==> src/tx_section_pkg.sv <==
/*
  Package for the per-channel transmit section control: channel count,
  rate codes, reset values, and the carrier structs for rail data and settings.
  Assumes a single reference clock domain; the transmit clock is sampled.
*/
package tx_section_pkg;
  localparam int NUM_CH = 3;
  localparam int SYNC_STAGES = 2;
  localparam int BUF_DEPTH = 2;
  localparam logic [0:0] ALL_ONES_RST = 1'h0;
  localparam logic [0:0] EDGE_INV_RST = 1'h0;
  localparam logic [0:0] LBO_RST = 1'h0;
  localparam logic [0:0] LBO_IGNORED_VAL = 1'h0;
  localparam logic [0:0] BUF_PTR_ONE = 1'h1;
  localparam logic [1:0] BUF_CNT_ONE = 2'h1;
  localparam logic [1:0] BUF_CNT_FULL = 2'h2;

  typedef enum logic [1:0] {
    RATE_E3 = 2'h0,
    RATE_DS3 = 2'h1,
    RATE_STS1 = 2'h2
  } line_rate_t;

  // one dual-rail symbol
  typedef struct packed {
    logic pos;
    logic neg;
  } rail_pair_t;

  // per-channel configuration straps
  typedef struct packed {
    logic send_all_ones_select;
    logic transmit_sample_edge_invert;
    logic line_build_out_select;
    line_rate_t rate;
  } chan_cfg_t;
endpackage

==> src/tx_section_ctrl.sv <==
/*
  Transmit section control for all channels: samples dual-rail data on the
  selected edge of each channel's transmit clock, substitutes all ones on
  request, and buffers symbols in a two-entry buffer toward the line driver.
  Assumes the transmit clocks are far slower than REF_CLK (64 ns period vs
  8 ns), so edges are found by oversampling after a two-flop synchroniser.
  Assumes CFG is driven from REF_CLK logic and needs no synchroniser.
  Assumes the line side drains at least one symbol per transmit clock
  period; a symbol offered while the buffer is full is lost, not held.
  Assumes each transmit clock idles low between frames, so no false edge
  follows reset.
*/
`timescale 1ns/1ps
`default_nettype none
module tx_section_ctrl
  import tx_section_pkg::*;
(
  // clock and reset
  input wire logic REF_CLK,
  input wire logic RESETN,
  // per-channel configuration
  input wire chan_cfg_t [NUM_CH-1:0] CFG,
  // system side
  input wire logic [NUM_CH-1:0] TRANSMIT_CLOCK_IN,
  input wire logic [NUM_CH-1:0] TRANSMIT_POSITIVE_RAIL_DATA,
  input wire logic [NUM_CH-1:0] TRANSMIT_NEGATIVE_RAIL_DATA,
  output logic [NUM_CH-1:0] IN_READY,
  // line side
  output rail_pair_t [NUM_CH-1:0] LINE_DATA,
  output logic [NUM_CH-1:0] LINE_VALID,
  input wire logic [NUM_CH-1:0] LINE_READY,
  output logic [NUM_CH-1:0] LINE_BUILD_OUT
);

  genvar ch;
  generate
    for (ch = 0; ch < NUM_CH; ch++) begin : g_ch
      // two-flop synchronisers; first stage read only by second
      logic [SYNC_STAGES-1:0] clk_sync_r;
      logic [SYNC_STAGES-1:0] pos_sync_r;
      logic [SYNC_STAGES-1:0] neg_sync_r;
      logic clk_prev_r;

      // settings, edge detection and the symbol taken
      logic aones_r;
      logic inv_r;
      logic rise_seen;
      logic fall_seen;
      logic sample_edge;
      rail_pair_t raw;
      rail_pair_t sym;

      // two-entry buffer; the head doubles as the output register
      rail_pair_t buf_r [BUF_DEPTH];
      rail_pair_t second;
      logic wr_ptr_r;
      logic wr_ptr_nxt;
      logic rd_ptr_r;
      logic rd_ptr_nxt;
      logic [1:0] cnt_r;
      logic [1:0] cnt_nxt;
      logic buf_full;
      logic line_free;
      logic push;
      logic pop;

      // next values of the registered outputs
      logic valid_nxt;
      rail_pair_t data_nxt;
      logic ready_nxt;
      logic rate_is_e3;
      logic lbo_nxt;

      // link clock
      always_ff @(posedge REF_CLK or negedge RESETN) begin
        if (!RESETN) begin
          clk_sync_r <= '0;
        end else begin
          clk_sync_r <= {clk_sync_r[0], TRANSMIT_CLOCK_IN[ch]};
        end
      end

      // positive rail
      always_ff @(posedge REF_CLK or negedge RESETN) begin
        if (!RESETN) begin
          pos_sync_r <= '0;
        end else begin
          pos_sync_r <= {pos_sync_r[0], TRANSMIT_POSITIVE_RAIL_DATA[ch]};
        end
      end

      // negative rail
      always_ff @(posedge REF_CLK or negedge RESETN) begin
        if (!RESETN) begin
          neg_sync_r <= '0;
        end else begin
          neg_sync_r <= {neg_sync_r[0], TRANSMIT_NEGATIVE_RAIL_DATA[ch]};
        end
      end

      // previous level of the synchronised clock
      always_ff @(posedge REF_CLK or negedge RESETN) begin
        if (!RESETN) begin
          clk_prev_r <= 1'h0;
        end else begin
          clk_prev_r <= clk_sync_r[SYNC_STAGES-1];
        end
      end

      // settings registered so mid-symbol changes act on whole symbols
      always_ff @(posedge REF_CLK or negedge RESETN) begin
        if (!RESETN) begin
          aones_r <= ALL_ONES_RST;
        end else begin
          aones_r <= CFG[ch].send_all_ones_select;
        end
      end

      // edge choice held per channel
      always_ff @(posedge REF_CLK or negedge RESETN) begin
        if (!RESETN) begin
          inv_r <= EDGE_INV_RST;
        end else begin
          inv_r <= CFG[ch].transmit_sample_edge_invert;
        end
      end

      // edges from the last stage only; prev resets to the idle low level
      assign rise_seen = clk_sync_r[SYNC_STAGES-1] & ~clk_prev_r;
      assign fall_seen = ~clk_sync_r[SYNC_STAGES-1] & clk_prev_r;

      always_comb begin
        case (inv_r)
          1'h1: begin
            sample_edge = rise_seen;
          end
          default: begin
            sample_edge = fall_seen;
          end
        endcase
      end

      // data synchronised alongside clock so the pair stays aligned
      assign raw = '{pos: pos_sync_r[SYNC_STAGES-1], neg: neg_sync_r[SYNC_STAGES-1]};

      always_comb begin
        case (aones_r)
          1'h1: begin
            sym = '{pos: 1'h1, neg: 1'h1};
          end
          default: begin
            sym = raw;
          end
        endcase
      end

      // a symbol arriving while full is dropped; IN_READY warns the framer
      assign buf_full = (cnt_r == BUF_CNT_FULL);
      assign push = sample_edge && !buf_full;
      assign pop = LINE_VALID[ch] && LINE_READY[ch];
      assign line_free = pop || !LINE_VALID[ch];
      assign second = buf_r[rd_ptr_r ^ BUF_PTR_ONE];

      // storage needs no reset; the count guards every read
      always_ff @(posedge REF_CLK) begin
        if (push) begin
          buf_r[wr_ptr_r] <= sym;
        end
      end

      // pointers toggle; depth two needs one bit
      always_comb begin
        wr_ptr_nxt = wr_ptr_r;
        if (push) begin
          wr_ptr_nxt = wr_ptr_r ^ BUF_PTR_ONE;
        end
      end

      always_comb begin
        rd_ptr_nxt = rd_ptr_r;
        if (pop) begin
          rd_ptr_nxt = rd_ptr_r ^ BUF_PTR_ONE;
        end
      end

      // occupancy counts the output head too
      always_comb begin
        cnt_nxt = cnt_r;
        if (push && !pop) begin
          cnt_nxt = cnt_r + BUF_CNT_ONE;
        end else if (pop && !push) begin
          cnt_nxt = cnt_r - BUF_CNT_ONE;
        end
      end

      // buffer state registers
      always_ff @(posedge REF_CLK or negedge RESETN) begin
        if (!RESETN) begin
          wr_ptr_r <= 1'h0;
        end else begin
          wr_ptr_r <= wr_ptr_nxt;
        end
      end

      always_ff @(posedge REF_CLK or negedge RESETN) begin
        if (!RESETN) begin
          rd_ptr_r <= 1'h0;
        end else begin
          rd_ptr_r <= rd_ptr_nxt;
        end
      end

      always_ff @(posedge REF_CLK or negedge RESETN) begin
        if (!RESETN) begin
          cnt_r <= '0;
        end else begin
          cnt_r <= cnt_nxt;
        end
      end

      // head of buffer on the line; next entry or fresh symbol after a pop
      always_comb begin
        valid_nxt = LINE_VALID[ch];
        if (pop) begin
          valid_nxt = buf_full || push;
        end else if (push) begin
          valid_nxt = 1'h1;
        end
      end

      always_comb begin
        data_nxt = LINE_DATA[ch];
        if (pop && buf_full) begin
          data_nxt = second;
        end else if (push && line_free) begin
          data_nxt = sym;
        end
      end

      // ready drops on the same edge as the buffer filling
      assign ready_nxt = !(cnt_nxt == BUF_CNT_FULL);

      // registered outputs, all cleared in reset
      always_ff @(posedge REF_CLK or negedge RESETN) begin
        if (!RESETN) begin
          LINE_DATA[ch] <= '0;
        end else begin
          LINE_DATA[ch] <= data_nxt;
        end
      end

      always_ff @(posedge REF_CLK or negedge RESETN) begin
        if (!RESETN) begin
          LINE_VALID[ch] <= 1'h0;
        end else begin
          LINE_VALID[ch] <= valid_nxt;
        end
      end

      always_ff @(posedge REF_CLK or negedge RESETN) begin
        if (!RESETN) begin
          IN_READY[ch] <= 1'h0;
        end else begin
          IN_READY[ch] <= ready_nxt;
        end
      end

      // pulse shaping is rate-dependent; E3 has one shape only
      assign rate_is_e3 = (CFG[ch].rate == RATE_E3);

      always_comb begin
        if (rate_is_e3) begin
          lbo_nxt = LBO_IGNORED_VAL;
        end else begin
          lbo_nxt = CFG[ch].line_build_out_select;
        end
      end

      // build-out follows the settings one edge later
      always_ff @(posedge REF_CLK or negedge RESETN) begin
        if (!RESETN) begin
          LINE_BUILD_OUT[ch] <= LBO_RST;
        end else begin
          LINE_BUILD_OUT[ch] <= lbo_nxt;
        end
      end

    end
  endgenerate

endmodule
`default_nettype wire

==> config.mk <==
export PLATFORM = sky130hd
export DESIGN_NAME = tx_section_ctrl
export DESIGN_NICKNAME = d
export VERILOG_FILES = /design/src/tx_section_pkg.sv /design/src/tx_section_ctrl.sv
export SDC_FILE = /design/constraint.sdc
export NUM_CORES = 1
export LEC_CHECK = 0
export BUFFER_PORTS_ARGS = -buffer_cell sky130_fd_sc_hd__buf_2
export CELL_PAD_IN_SITES_DETAIL_PLACEMENT = 0
export CELL_PAD_IN_SITES_GLOBAL_PLACEMENT = 1
export CORE_MARGIN = 2
export CORE_UTILIZATION = 40
export CTS_CLUSTER_SIZE = 28
export DETAILED_ROUTE_END_ITERATION = 8
export GPL_TIMING_DRIVEN = 0
export PLACE_DENSITY = 0.74
export SYNTH_ARGS = -nofsm -noshare
export SYNTH_HDL_FRONTEND = slang
export SYNTH_SLANG_ARGS = --single-unit
==> constraint.sdc <==
create_clock -name REF_CLK -period 1.85 [get_ports REF_CLK]
set_input_delay 0 -clock REF_CLK [delete_from_list [all_inputs] [get_ports REF_CLK]]
set_output_delay 0 -clock REF_CLK [all_outputs]
set_load 0.02 [all_outputs]
* Word-level counts from Yosys, hierarchy flattened
Memories as Yosys holds them, arrays and structs flattened.
Cells that the tools add are included.
** Word-level totals
- Bits in registers :: 54
- RAM bits :: 12
- Input bits :: 29
- Output and inout port bits :: 15
- Logic and storage cells :: 156
- Memories kept :: 3
** Memories
- g_ch[0].buf_r :: words 2, width 2, read ports 1, clocked after memory_dff 0, write ports 1, RTL line tx_section_ctrl.sv:54 : rail_pair_t buf_r [BUF_DEPTH];
- g_ch[1].buf_r :: words 2, width 2, read ports 1, clocked after memory_dff 0, write ports 1, RTL line tx_section_ctrl.sv:54
- g_ch[2].buf_r :: words 2, width 2, read ports 1, clocked after memory_dff 0, write ports 1, RTL line tx_section_ctrl.sv:54
** Operators by class
- $add $sub $neg :: 6
- Eq/ne operators :: 6
- Multiplexer cells :: 33
- Bitwise operators :: 18
- Reduce and logical (&&, ||, !) cells :: 48
** Operators with widths (number)
- $mux W2 :: 15
- $logic_and A1 B1 Y1 :: 18
- $mux W1 :: 18
- $logic_not A1 Y1 :: 15
- $eq A2 B2 Y1 const B :: 6
- $not A1 Y1 :: 12
- $reduce_bool A2 Y1 :: 6
- $add A2 B1 Y2 const B :: 3
- $and A1 B1 Y1 :: 6
- $logic_not A2 Y1 :: 3
- $logic_or A1 B1 Y1 :: 6
- $sub A2 B1 Y2 const B :: 3

* Depth between registers and ports, before layout
- Word-level depth :: 10
- Depth in mapped cells :: 6
- Depth with buffers taken out :: 6

* Worst setup path after synthesis
OpenSTA, ideal clock, no wires.
- Path kind :: register to register
- Start point :: reg g_ch[1].cnt_r[0]
- End point :: reg IN_READY[1]
- Setup time :: 120 ps
- Data arrival time :: 1660 ps
- Required time :: 1730 ps
- Path slack :: 70 ps
- Stages on the path, launching flop included :: 7
- Path buffers :: 0
- Clock period less this slack :: 1780 ps
- Cells stage by stage :: dfrtp_1 inv_1 ha_1 and4bb_4 nor2_2 or4_1 o211a_1
** Between the ends
- Longest elaborated chain between the ends :: 9
** Ends and longest elaborated chain
- start: declaration :: RTL line tx_section_ctrl.sv:60 : logic [1:0] cnt_r;
- start signal: assignment :: RTL line tx_section_ctrl.sv:217 : cnt_r <= cnt_nxt;
- $eq A2 B2 Y1 :: RTL line tx_section_ctrl.sv:158 : assign buf_full = (cnt_r == BUF_CNT_FULL);
- $logic_not A1 Y1 :: RTL line tx_section_ctrl.sv:159 : assign push = sample_edge && !buf_full;
- $logic_and A1 B1 Y1 :: RTL line tx_section_ctrl.sv:159
- $logic_not A1 Y1 :: RTL line tx_section_ctrl.sv:191 : end else if (pop && !push) begin
- $logic_and A1 B1 Y1 :: RTL line tx_section_ctrl.sv:191
- $mux W2 :: RTL line tx_section_ctrl.sv:191
- $mux W2 * :: RTL line tx_section_ctrl.sv:189 : if (push && !pop) begin
- $eq A2 B2 Y1 * :: RTL line tx_section_ctrl.sv:241 : assign ready_nxt = !(cnt_nxt == BUF_CNT_FULL);
- $logic_not A1 Y1 * :: RTL line tx_section_ctrl.sv:241
- via g_ch[1].ready_nxt :: RTL line tx_section_ctrl.sv:70 : logic ready_nxt;
- end signal: indexed assignment :: RTL line tx_section_ctrl.sv:264 : IN_READY[ch] <= ready_nxt;
- end: declaration :: RTL line tx_section_ctrl.sv:27 : output logic [NUM_CH-1:0] IN_READY,
The timed path passes the listed nets; every way through them passes the cells marked *.
A chain may end at the register's enable or synchronous reset.

* Final worst setup path
- Start point :: reg g_ch[1].cnt_r[1]
- End point :: reg IN_READY[1]
The elaborated chain is that of the path after synthesis.

==> results.json <==
{
  "ys_seq_area_share_pct": 65.8,
  "yosysUniqueCellTypes": 37,
  "outcome": "finished, final reports clean",
  "grt_pass1_wl_um": 7130,
  "fill_cells": 555,
  "crit_path_start_kind": "register",
  "grtUsageTotal_pct": 13.0,
  "grt_max_degree": 55,
  "area_growth_pct": 33.5,
  "overflow": 0,
  "slowest_delay_ns": 0.47,
  "crit_buf_inv": 0,
  "synth_top_area_share_pct": 51.9,
  "max_cap_viol_count": 0,
  "vias": 1667,
  "worstPathRequired_ns": 2.08,
  "holdWs_ns": 0.138,
  "htreeDepth": 3,
  "slew_headroom_pct": 70.7,
  "io_pins": 44,
  "skew_ns": 0.00669,
  "syn-num-nets": 222,
  "cts_tree": "done",
  "syn_avg_cell_area_um2": 13.7,
  "fmax_mhz": 570,
  "rsz0062_at_grt": "no",
  "cp.depth": 5,
  "cts_buffer_depth": 2,
  "finalCritPeriodShare_pct": 94.9,
  "die_w_um": 84.6,
  "maxSlewViolCount": 0,
  "slowest_stage": "or4_1",
  "power_leakage_nw": 1.57,
  "final_core_util_pct": 55.0,
  "ys_seq_elements": 66,
  "drcViolationCount": 0,
  "numClockSinks": 66,
  "num_rows": 29,
  "reg2reg_depth": 5,
  "routedWlPerCell_um": 11.9,
  "synth_flop_cell": "dfrtp_1",
  "antenna_found_initial": 0,
  "viasPerCell": 4.71,
  "path_clk_slew_ns": 0.07,
  "yosys_warnings": 0,
  "finalWirelength_um": 4220,
  "ys_async_sr_fraction_pct": 81.8,
  "yosys-top-cells-area": "dfrtp_1, edfxtp_1, xnor2_1",
  "hold_viol": 0,
  "numCtsBuffers": 9,
  "worstSetupEndpointType": "register",
  "crit_chain": "ha_4 -> and4bb_4 -> nor2_4 -> or4_1 -> o211a_1",
  "firstDrtPassIters": 4,
  "critPathTopFamily": "simple AND/OR/NAND/NOR gates",
  "port_buffers": 43,
  "dieArea_mm2": 0.00716,
  "finalSetupViolCount": 0,
  "die_y_um": 84.6,
  "total_power_mw": 3.99,
  "period_needed_ns": 1.76,
  "critPathMaxFanout": 8,
  "hp-class": "primary input to asynchronous set/reset pin",
  "start_util_pct": 41.2,
  "final_antenna_net_count": 0,
  "ir_drop_v": 0.000739,
  "antenna_cells": 0,
  "synthTopCellsByCount": "dfrtp_1, inv_1, edfxtp_1",
  "synth_top_area_cell": "dfrtp_1",
  "power_density_mw_per_mm2": 1150,
  "fin_nets": 304,
  "root_buffer": "clkbuf_8",
  "coreArea_mm2": 0.00631,
  "netlist_area_mm2": 0.00260,
  "grt_pass1_vias": 1656,
  "tightestPinTransition_ns": 0.440,
  "yosysMostFrequentCell": "dfrtp_1",
  "drive_gt1_share_pct": 32.5,
  "routabilityCongestion": 0.742,
  "worstSetupPathType": "register to register",
  "dp_hpwl_um": 2750,
  "synth_edf_count": 12,
  "clk_latency_ns": 0.34,
  "synth_cells": 190,
  "worstPathArrival_ns": 1.98,
  "detail_route.iter0.violations": 46
}
final cells by class:
cell class | count | area, um^2 | share of cell area (%)
clock buffer | 9 | 124 | 3.57
clock inverter | 7 | 52.6 | 1.51
inverter | 13 | 48.8 | 1.41
multi-input combinational | 111 | 938 | 27.0
sequential | 66 | 1710 | 49.3
tap | 77 | 96.3 | 2.77
timing repair buffer | 71 | 500 | 14.4
per-stage QoR:
step | setup WS (ns) | cells | setup TNS (ns) | area (um^2)
2_1_floorplan | 0.0699 | 190 | 0 | 2600
3_3_place_gp | -0.0406 | 310 | -0.0925 | 2910
3_5_place_dp | -0.0474 | 310 | -0.0855 | 2910
4_1_cts | 0.00240 | 352 | 0 | 3380
5_1_grt | 0.00589 | 354 | 0 | 3470
6_report | 0.0947 | 354 | 0 | 3470
per-layer routing:
metal	part of all wire, %	track usage [%]	vias up
met2	46	19.7	34
met4	1.6	5.63	0
li1	-	-	842
met3	5.1	6.49	6
met1	47	15.8	785
met5	0	0	-
placed cells by master, fill, tap and decap left out, types with 3 or more instances in the layout:
master,instances
clkbuf_8,9
or2_2,6
nor2_1,8
nor2b_1,3
o22ai_1,4
o21a_1,3
dlygate4sd3_1,25
a21oi_1,4
a211oi_1,5
edfxtp_1,12
nor4b_4,3
nand2_1,11
nand2b_1,6
o21ai_0,4
buf_2,43
mux2i_1,9
inv_1,12
mux2_2,8
dfrtp_1,54
xnor2_1,11
state kept, by name, indices dropped and copies added (netlist names):
register	count
IN_READY	3
LINE_BUILD_OUT	3
LINE_DATA	6
LINE_VALID	3
g_ch.aones_r	3
g_ch.buf_r	12
g_ch.clk_prev_r	3
g_ch.clk_sync_r	6
g_ch.cnt_r	6
g_ch.inv_r	3
g_ch.neg_sync_r	6
g_ch.pos_sync_r	6
g_ch.rd_ptr_r	3
g_ch.wr_ptr_r	3
kinds of logic (layout without fill, tap and decap cells):
| family | count (synthesis) | count (layout) | synth area share [%] |
|---|---|---|---|
| DFF | 66 | 66 | 65.8 |
| and+or+nand+nor | 51 | 51 | 12.6 |
| AOI/OAI and AO/OA | 29 | 29 | 7.65 |
| muxes | 17 | 17 | 6.93 |
| buffers and inverters | 13 | 100 | 1.88 |
| xor gates and xnor gates | 11 | 11 | 3.70 |
| adders and majority gates | 3 | 3 | 1.44 |
report_power, final:
group	leakage [nW]	switching, mW	internal [mW]
clock	0.0866	0.568	0.494
combinational	0.737	0.530	0.524
sequential	0.744	0.167	1.71
final timing paths:
path	startpoint	end	slack, ns
worst max-delay path	g_ch[1].cnt_r[1]	IN_READY[1]	0.09
worst min-delay path	RESETN	g_ch[0].inv_r	0.14
worst max register to register	g_ch[1].cnt_r[1]	IN_READY[1]	0.09
worst min register to register	g_ch[1].neg_sync_r[0]	g_ch[1].neg_sync_r[1]	0.35
max in group asynchronous	RESETN	g_ch[0].pos_sync_r[1]	1.18
min in group REF_CLK	TRANSMIT_NEGATIVE_RAIL_DATA[1]	g_ch[1].neg_sync_r[0]	0.30
worst register-to-register path: stages, from the launching register on:
cell	delay [ns]
dfrtp_1	0.43
ha_4	0.20
and4bb_4	0.34
nor2_4	0.08
or4_1	0.47
o211a_1	0.12
timing repair:
item	4_1_cts	5_1_grt
resized for setup	5	11
hold buffers	25	0
pin swaps	1	5
endpoints found under the hold margin	76	0
endpoints found under the setup margin	7	17
buffers inserted	1	1
(Power assumes the default switching activity.)
